[config.mk]
export PLATFORM = sky130hd
export DESIGN_NAME = cpu_irq_controller
export DESIGN_NICKNAME = d
export VERILOG_FILES = /design/src/irq_prio_pkg.sv /design/src/cpu_irq_controller.sv
export SDC_FILE = /design/constraint.sdc
export NUM_CORES = 1
export LEC_CHECK = 0
export BUFFER_PORTS_ARGS = -buffer_cell sky130_fd_sc_hd__buf_4
export CAP_MARGIN = 10
export CORE_UTILIZATION = 25
export DETAILED_ROUTE_END_ITERATION = 7
export SYNTH_ARGS = -nofsm -noshare
export SYNTH_HDL_FRONTEND = slang
export SYNTH_SLANG_ARGS = --single-unit
export TNS_END_PERCENT = 5
[constraint.sdc]
create_clock -name clock_i -period 5.82 [get_ports clock_i]
set_clock_uncertainty 0.15 [all_clocks]
set_input_delay 1.746 -clock clock_i [delete_from_list [all_inputs] [get_ports clock_i]]
set_output_delay 1.746 -clock clock_i [all_outputs]
set_load 0.02 [all_outputs]
[src/irq_prio_pkg.sv]
// constants, types and state layout of the interrupt priority controller
package irq_prio_pkg;

    // vector table size handled by the arbiter
    localparam int NVEC = 32;

    // register offsets
    localparam logic [7:0] OFS_CTRL = 8'h00;
    localparam logic [7:0] OFS_STAT = 8'h01;
    localparam logic [7:0] OFS_PTR  = 8'h02;
    localparam logic [7:0] OFS_HVEC = 8'h03;

    // field positions in the control and state registers
    localparam int BIT_PLACE  = 6;
    localparam int BIT_CVT    = 5;
    localparam int BIT_RR     = 0;
    localparam int BIT_NMI_EX = 7;
    localparam int BIT_HI_EX  = 1;
    localparam int BIT_LO_EX  = 0;

    // value of every register after reset
    localparam logic [7:0] RST_REG = 8'h00;

    // unlock window length; the fourth instruction after the key closes it
    localparam logic [2:0] UNLOCK_INSTR = 3'h4;

    // fixed vector numbers
    localparam logic [7:0] VEC_NMI = 8'h01;
    localparam logic [7:0] CVT_NMI = 8'h01;
    localparam logic [7:0] CVT_HI  = 8'h02;
    localparam logic [7:0] CVT_LO  = 8'h03;

    // level of the presented request
    typedef enum logic [1:0] {LVL_NONE, LVL_NMI, LVL_HI, LVL_LO} lvl_t;

    // register port request
    typedef struct packed {
        logic [7:0] addr;
        logic [7:0] wdata;
        logic       wr;
        logic       rd;
    } reg_req_t;

    // indications from the core
    typedef struct packed {
        logic ack;
        logic interrupt_return_instruction;
        logic ie;
    } core_in_t;

    // request presented to the core
    typedef struct packed {
        logic       valid;
        logic [7:0] vector;
        lvl_t       level;
    } core_out_t;

    // whole state of the controller
    typedef struct packed {
        logic       place;
        logic       compact_table_enable;
        logic       rr;
        logic [7:0] ptr;
        logic [7:0] hvec;
        logic       nmi_ex;
        logic       hi_ex;
        logic       lo_ex;
        logic [2:0] unlock;
        core_out_t  out;
        logic [7:0] raw;
        logic [7:0] rdata;
        logic       boot_start;
    } state_t;

endpackage
[src/cpu_irq_controller.sv]
// priority interrupt controller between peripheral requests and the core
// Notes on behaviour
// - level flags restore previous level on return
// - protected write needs key, within four instructions
// - unlocked-less protected write changes nothing
// - placement and compact bits need unlock key
// - round robin bit always writable
// - placement bit picks boot start or after
// - placement ignored when all memory is boot
// - compact bit turns compact table on
// - fixed priority or round robin for level 0
// - nmi flag set in handler, cleared on return
// - level 1 flag held through nmi preemption
// - level 0 flag held through any preemption
// - high vector field, zero disables level 1
// - level 0 pointer register, read/write, reset zero
// - pointer vector lowest, next one highest, wrapping
// - round robin loads pointer on level 0 ack
// - compact table uses vectors 1, 2, 3
// - nmi never preempted; level 1 preempts level 0
module cpu_irq_controller
(
    // clock, reset, enable
    input  wire logic                    clock_i,
    input  wire logic                    rst_n_i,
    input  wire logic                    ce_i,
    // register port
    input  wire irq_prio_pkg::reg_req_t  req_i,
    output logic [7:0]                   rdata_o,
    // protection and memory layout
    input  wire logic                    ccp_key_i,
    input  wire logic                    instr_done_i,
    input  wire logic                    boot_all_i,
    output logic                         vec_boot_start_o,
    // requests and core handshake
    input  wire logic [31:0]             irq_req_i,
    input  wire irq_prio_pkg::core_in_t  core_i,
    output irq_prio_pkg::core_out_t      core_o
);
    import irq_prio_pkg::*;

    state_t     st_ff;     // registered state
    state_t     nxt_st;    // next state
    logic [31:0] lo_req;   // level 0 candidates
    logic [4:0] idx;       // scan index
    logic [4:0] win;       // level 0 winner
    logic       found;     // level 0 winner exists
    logic       hi_on;     // a level 1 vector is selected
    logic       hi_ok;     // level 1 may be presented
    logic       nmi_ok;    // nmi may be presented
    logic       lo_ok;     // level 0 may be presented
    logic       acked;     // presented request taken
    logic [7:0] rd_v;      // read mux value

    // outputs come straight from state flops
    assign rdata_o          = st_ff.rdata;
    assign vec_boot_start_o = st_ff.boot_start;
    assign core_o           = st_ff.out;
    assign acked            = core_i.ack && st_ff.out.valid;

    // next state
    always_comb
    begin
        nxt_st = st_ff;
        rd_v   = RST_REG;
        lo_req = irq_req_i;
        found  = 1'b0;
        win    = 5'h00;
        idx    = 5'h00;
        // unlock window: key opens, each instruction counts down
        if (ccp_key_i)
        begin
            nxt_st.unlock = UNLOCK_INSTR;
        end
        else if (instr_done_i && st_ff.unlock != 3'h0)
        begin
            nxt_st.unlock = st_ff.unlock - 3'h1;
        end
        // register writes
        if (req_i.wr)
        begin
            case (req_i.addr)
                OFS_CTRL:
                begin
                    nxt_st.rr = req_i.wdata[BIT_RR];
                    if (st_ff.unlock != 3'h0)
                    begin
                        // protected bits, window then closes
                        nxt_st.place  = req_i.wdata[BIT_PLACE];
                        nxt_st.compact_table_enable    = req_i.wdata[BIT_CVT];
                        // a key in the same cycle reopens the window
                        if (!ccp_key_i)
                            nxt_st.unlock = 3'h0;
                    end
                    // without unlock the protected bits keep
                end
                OFS_PTR:  nxt_st.ptr  = req_i.wdata;
                OFS_HVEC: nxt_st.hvec = req_i.wdata;
                default:  ;                           // state and unmapped
            endcase
        end
        // read mux, unmapped reads zero
        case (req_i.addr)
            OFS_CTRL:
            begin
                rd_v[BIT_PLACE] = st_ff.place;
                rd_v[BIT_CVT]   = st_ff.compact_table_enable;
                rd_v[BIT_RR]    = st_ff.rr;
            end
            OFS_STAT:
            begin
                rd_v[BIT_NMI_EX] = st_ff.nmi_ex;
                rd_v[BIT_HI_EX]  = st_ff.hi_ex;
                rd_v[BIT_LO_EX]  = st_ff.lo_ex;
            end
            OFS_PTR:  rd_v = st_ff.ptr;
            OFS_HVEC: rd_v = st_ff.hvec;
            default:  rd_v = RST_REG;
        endcase
        nxt_st.rdata = req_i.rd ? rd_v : RST_REG;
        // return clears the highest active level only
        if (core_i.interrupt_return_instruction)
        begin
            if (st_ff.nmi_ex)
                nxt_st.nmi_ex = 1'b0;
            else if (st_ff.hi_ex)
                nxt_st.hi_ex = 1'b0;
            else
                nxt_st.lo_ex = 1'b0;
        end
        // acknowledge enters the presented level
        if (acked)
        begin
            case (st_ff.out.level)
                LVL_NMI: nxt_st.nmi_ex = 1'b1;
                LVL_HI:  nxt_st.hi_ex  = 1'b1;
                LVL_LO:
                begin
                    nxt_st.lo_ex = 1'b1;
                    if (st_ff.rr)
                        nxt_st.ptr = st_ff.raw;
                end
                default: ;
            endcase
        end
        // level 0 candidates exclude reset, nmi and the level 1 vector
        hi_on = st_ff.hvec != 8'h00 && st_ff.hvec < 8'(NVEC);
        lo_req[0] = 1'b0;
        lo_req[VEC_NMI[4:0]] = 1'b0;
        if (hi_on)
            lo_req[st_ff.hvec[4:0]] = 1'b0;
        // scan from pointer plus one, wrapping
        for (int k = 1; k <= NVEC; k++)
        begin
            idx = st_ff.ptr[4:0] + 5'(k);
            if (!found && lo_req[idx])
            begin
                found = 1'b1;
                win   = idx;
            end
        end
        // eligibility by executing level
        nmi_ok = irq_req_i[VEC_NMI[4:0]] && !st_ff.nmi_ex;
        hi_ok  = hi_on && irq_req_i[st_ff.hvec[4:0]] && core_i.ie
                 && !st_ff.nmi_ex && !st_ff.hi_ex;
        lo_ok  = found && core_i.ie && !st_ff.nmi_ex && !st_ff.hi_ex && !st_ff.lo_ex;
        // select and map vector, compact table remaps
        nxt_st.out.valid = 1'b1;
        if (nmi_ok)
        begin
            nxt_st.out.level  = LVL_NMI;
            nxt_st.raw        = VEC_NMI;
            nxt_st.out.vector = st_ff.compact_table_enable ? CVT_NMI : VEC_NMI;
        end
        else if (hi_ok)
        begin
            nxt_st.out.level  = LVL_HI;
            nxt_st.raw        = st_ff.hvec;
            nxt_st.out.vector = st_ff.compact_table_enable ? CVT_HI : st_ff.hvec;
        end
        else if (lo_ok)
        begin
            nxt_st.out.level  = LVL_LO;
            nxt_st.raw        = {3'h0, win};
            nxt_st.out.vector = st_ff.compact_table_enable ? CVT_LO : {3'h0, win};
        end
        else
        begin
            nxt_st.out = '0;
        end
        // hide the stale choice in the cycle after an acknowledge
        if (acked)
            nxt_st.out = '0;
        // table placement
        nxt_st.boot_start = st_ff.place && !boot_all_i;
    end

    // state register, frozen while ce_i is low
    always_ff @(posedge clock_i or negedge rst_n_i)
    begin
        if (!rst_n_i)
            st_ff <= '0;
        else if (ce_i)
            st_ff <= nxt_st;
    end

    // checks
    property p_nmi_enter;
        @(posedge clock_i) disable iff (!rst_n_i)
        ce_i && acked && st_ff.out.level == LVL_NMI |=> st_ff.nmi_ex;
    endproperty
    a_nmi_enter: assert property (p_nmi_enter)
        else $error("nmi flag not set on acknowledge");

    property p_nmi_leave;
        @(posedge clock_i) disable iff (!rst_n_i)
        ce_i && st_ff.nmi_ex && core_i.interrupt_return_instruction && !acked |=> !st_ff.nmi_ex;
    endproperty
    a_nmi_leave: assert property (p_nmi_leave)
        else $error("nmi flag not cleared on return");

    property p_hi_hold;
        @(posedge clock_i) disable iff (!rst_n_i)
        ce_i && st_ff.hi_ex && st_ff.nmi_ex && core_i.interrupt_return_instruction |=> st_ff.hi_ex;
    endproperty
    a_hi_hold: assert property (p_hi_hold)
        else $error("level 1 flag lost on nmi return");

    property p_lo_hold;
        @(posedge clock_i) disable iff (!rst_n_i)
        ce_i && st_ff.lo_ex && (st_ff.hi_ex || st_ff.nmi_ex) && core_i.interrupt_return_instruction
        |=> st_ff.lo_ex;
    endproperty
    a_lo_hold: assert property (p_lo_hold)
        else $error("level 0 flag lost on higher return");

    property p_locked;
        @(posedge clock_i) disable iff (!rst_n_i)
        ce_i && req_i.wr && req_i.addr == OFS_CTRL && st_ff.unlock == 3'h0
        |=> $stable(st_ff.place) && $stable(st_ff.compact_table_enable);
    endproperty
    a_locked: assert property (p_locked)
        else $error("protected bit changed without unlock");

    property p_rr_free;
        @(posedge clock_i) disable iff (!rst_n_i)
        ce_i && req_i.wr && req_i.addr == OFS_CTRL |=> st_ff.rr == $past(req_i.wdata[BIT_RR]);
    endproperty
    a_rr_free: assert property (p_rr_free)
        else $error("round robin bit not written");

    property p_nmi_alone;
        @(posedge clock_i) disable iff (!rst_n_i)
        ce_i && st_ff.nmi_ex |=> !st_ff.out.valid;
    endproperty
    a_nmi_alone: assert property (p_nmi_alone)
        else $error("request presented during nmi handler");

    property p_hi_off;
        @(posedge clock_i) disable iff (!rst_n_i)
        ce_i && st_ff.hvec == 8'h00 |=> st_ff.out.level != LVL_HI;
    endproperty
    a_hi_off: assert property (p_hi_off)
        else $error("level 1 presented while disabled");

    property p_boot_all;
        @(posedge clock_i) disable iff (!rst_n_i)
        ce_i && boot_all_i |=> !vec_boot_start_o;
    endproperty
    a_boot_all: assert property (p_boot_all)
        else $error("placement used with all-boot memory");

    property p_cvt_lo;
        @(posedge clock_i) disable iff (!rst_n_i)
        ce_i && st_ff.compact_table_enable |=> st_ff.out.level != LVL_LO || st_ff.out.vector == CVT_LO;
    endproperty
    a_cvt_lo: assert property (p_cvt_lo)
        else $error("compact level 0 vector wrong");

    property p_rr_load;
        @(posedge clock_i) disable iff (!rst_n_i)
        ce_i && acked && st_ff.rr && st_ff.out.level == LVL_LO |=> st_ff.ptr == $past(st_ff.raw);
    endproperty
    a_rr_load: assert property (p_rr_load)
        else $error("pointer not loaded on level 0 ack");

    property p_unlock_open;
        @(posedge clock_i) disable iff (!rst_n_i)
        ce_i && ccp_key_i |=> st_ff.unlock == UNLOCK_INSTR;
    endproperty
    a_unlock_open: assert property (p_unlock_open)
        else $error("unlock window not opened by key");

    property p_place;
        @(posedge clock_i) disable iff (!rst_n_i)
        ce_i && !boot_all_i |=> vec_boot_start_o == $past(st_ff.place);
    endproperty
    a_place: assert property (p_place)
        else $error("table placement does not follow placement bit");

    property p_lo_enter;
        @(posedge clock_i) disable iff (!rst_n_i)
        ce_i && acked && st_ff.out.level == LVL_LO |=> st_ff.lo_ex;
    endproperty
    a_lo_enter: assert property (p_lo_enter)
        else $error("level 0 flag not set on acknowledge");

endmodule

==> summary.txt <==
Hold path
  • HP Class: flip-flop to flip-flop

Clock tree
  • CTS tree: built
  • Reg clk slew, reported paths: 0.07 ns
  • H-tree levels: 2
  • Root buffer cell: clkbuf_16
  • Clock sink total: 53
  • Clock Path Buffers: 2
  • CTS Buf Count: 5
  • Worst-skew pair later-pin latency: 0.29 ns

Floorplanning
  • DIE HEIGHT: about 200 µm
  • Die ar.: 40,900 µm²
  • Core region area: 39,600 µm²
  • IO Pins: 79
  • DIE WIDTH: 202 µm
  • Row cnt: 73
  • Initial Util: 0.253

Synthesis
  • Yosys warns: 0
  • Mapped Area: approximately 10,000 µm²
  • Ys async rst share: 1.00
  • Yosys top cell area share: 0.132
  • Seq cells post-synth: 53
  • Synth cell count leaders: 105 x nand2_1, 97 x nor2_1, 81 x o21ai_0
  • Most instantiated library cell after synthesis: nand2_1
  • Sequential share of the synthesized area: 0.132
  • Post-synth net total: 1,391
  • Syn_area_per_cell: approximately 7.6 µm²
  • Main flop type after synthesis: dfrtp_1
  • Top cells by area, synth: dfrtp_1 13%, mux4_2 6.5%, mux2i_1 4.7%
  • Yosys cell types: 99
  • EDFF count, synth: 0
  • Most area-hungry cell type in the Yosys netlist: dfrtp_1
  • Syn Inst Count: about 1,300

Setup path
  • Maximum fanout along the worst path: 5
  • CP Cell Sequence: buf_4, mux2_4, o31a_1, mux4_2, mux4_2, a311oi_4, nor4b_4, buf_4, nand4_4, or4_4, nor4_4, buf_4, buf_4, or3_1, a32oi_1, a22o_1
  • Most common cell type on the critical path: buf_4
  • CP arrival: just under 6 ns
  • CP required: between 5 and 6 ns
  • CP Class: input port to flip-flop
  • Setup crit start kind: input port
  • Crit path max-delay cell type: mux4_2
  • CP peak stage delay: around 0.57 ns
  • Nature of the critical path endpoint: flip-flop

Routing
  • TritonRoute pass-1 iters: 5
  • DR iter-0 viols: 1,385
  • Drt drc: 0
  • Via/cell ratio: 6.11
  • Post-route ant nets: 0
  • Routed WL: 51,900 µm
  • Total vias in the final route: 12,900
  • DR WL/cell: around 25 µm

Place
  • Post-DP HPWL: 41,500 µm
  • PortBufs: 78
  • Pre-CTS setup slack: -0.438 ns
  • Gpl congestion: 1.04

STA
  • Fin crit share: 0.989
  • Pins Over Slew Limit: 0
  • Final min period: 5.75 ns
  • Rel. slew slack: 0.434
  • Fin. Hold Viols: 0
  • Worst slew pin tran: between 0.8 and 0.9 ns
  • Achievable Freq: 0.174 GHz
  • RSZ-0062 raised after global routing: true
  • Setup-failing EPs final: 0
  • PnR worst setup slack: around 0.066 ns
  • Final TNS setup: 0 ns

Pwr
  • LEAKAGE: 5.41 nW
  • Switch share: 0.477
  • Clock network power share: 0.116
  • Peak VDD IR: 158 µV
  • Overall power: 2.57 mW
  • P_sw: 1.22 mW
  • Pwr Density: 191 nW/µm²
  • Internal Pwr Total: 1.34 mW
  • Reg power frac: 0.170
  • Combinational share of power: 0.713

Global route
  • Global Route Usage Sum: 0.246
  • Largest net degree at the start of global routing: 54
  • First-pass GRT wire length: 77,100 µm
  • Number of global-route vias before repair: 12,400
  • Total grt overflow: 0
  • Initial antenna violation count: 1

Run status
  • Status: finished clean

Layout
  • Nets: 1,659
  • Area growth, synth to finish: 34.1%
  • Fraction of layout cells with a size suffix above 1: 0.323

Job
  • Max-Cap Viols: 0
## registers in the layout, summed over array words and instances, names as in the netlist
register,cells
rdata_o,8
vec_boot_start_o,1
st_ff,33
core_o,11
## repair_timing
action                                  in CTS  in global routing
setup buffers                                1                 12
resized for setup                            4                 58
pin swaps                                    3                 25
endpoints found under the setup margin      11                 14
endpoints found under the hold margin        0                  0
hold buffers                                 0                  0
## area by class of cell
type                            instances  area (µm²)
Tap cell                              525         657
Antenna cell                            1        2.50
Timing Repair Buffer                  385        2980
Fill cell                            4269       26200
Sequential cell                        53        1330
Inverter                               33         124
Multi-Input combinational cell       1108        8220
Clock buffer                            8         146
## power by group through the flow
stage / logic (mW) / clock network (mW) / registers (mW)
floorplan: 0.933 / 0 / 0.426
global placement: 1.72 / 0 / 0.443
detailed placement: 1.72 / 0 / 0.443
CTS: 1.73 / 0.307 / 0.437
global route: 1.94 / 0.320 / 0.440
finish: 1.83 / 0.299 / 0.437
## logic make-up after synthesis
family                     Yosys count  share of synthesized area
AOI/OAI and AO/OA                  479                      0.338
DFF                                 53                      0.132
muxes                              106                      0.146
buffers and inverters              157                     0.0716
xor gates and xnor gates            44                     0.0411
adders and majority gates           14                     0.0175
and+or+nand+nor                    465                      0.254
## cell usage in the layout (no fill, tap or decap), drive strengths merged, types with 9 or more instances in the layout
cell type,Yosys,layout
a221oi,9,9
xnor2,34,34
o211a,11,11
a211oi,25,25
o2111ai,18,18
o221ai,11,11
mux2,30,30
o211ai,42,42
a22oi,10,10
inv,31,31
a211o,13,13
a31oi,16,16
o2bb2ai,12,12
mux4,29,29
buf,49,385
o31ai,14,14
o22ai,18,18
ha,14,14
nand4,23,23
nor3,34,34
o21ai,97,97
dfrtp,53,53
nor2b,11,11
a21oi,71,71
o311ai,11,11
mux2i,47,47
nand3b,11,11
nor4,20,20
nand2,105,105
nand3,55,55
or3,11,11
or4b,9,9
nor2,99,99
o21a,10,10
nor4b,9,9
a21o,9,9
and2,20,20
## final timing paths
kind	endpoint	slack, ns	cells after the start	startpoint
worst max-delay path	st_ff[11]$_DFFE_PN0P_	0.07	16	irq_req_i[29]
worst min-delay path	st_ff[29]$_DFFE_PN0P_	0.33	2	st_ff[29]$_DFFE_PN0P_
worst max register to register	core_o[5]$_DFFE_PN0P_	0.30	22	st_ff[43]$_DFFE_PN0P_
worst min register to register	st_ff[29]$_DFFE_PN0P_	0.33	2	st_ff[29]$_DFFE_PN0P_
max in group asynchronous	st_ff[42]$_DFFE_PN0P_	3.67	1	rst_n_i
min in group asynchronous	core_o[1]$_DFFE_PN0P_	1.35	1	rst_n_i
## stage by stage
step | instance area [µm²] | util | instances | hold slack (ns)
finish | 13500 | 0.339 | 2113 | 0.328
global route | 13500 | 0.339 | 2113 | 0.365
CTS | 13100 | 0.331 | 2100 | 0.335
detailed placement | 13000 | 0.327 | 2091 | 0.321
global placement | 13000 | 0.327 | 2091 | 0.314
floorplan | 10000 | - | 1318 | 0.299
## metal layers
| metal | track usage | vias up | part of all wire |
|---|---|---|---|
| li1 | - | 5732 | - |
| met1 | 0.315 | 6278 | 0.40 |
| met2 | 0.401 | 734 | 0.45 |
| met3 | 0.0371 | 158 | 0.089 |
| met4 | 0.120 | 0 | 0.052 |
| met5 | 0 | - | 0 |
## worst max-delay path: cells and delay by family
family                 cells  cell delay, ns
AO/OA/AOI/OAI              4            0.73
buffers and inverters      4            0.56
multiplexers               3            1.34
AND/OR/NAND/NOR            5            1.38
(Power assumes the default switching activity.)
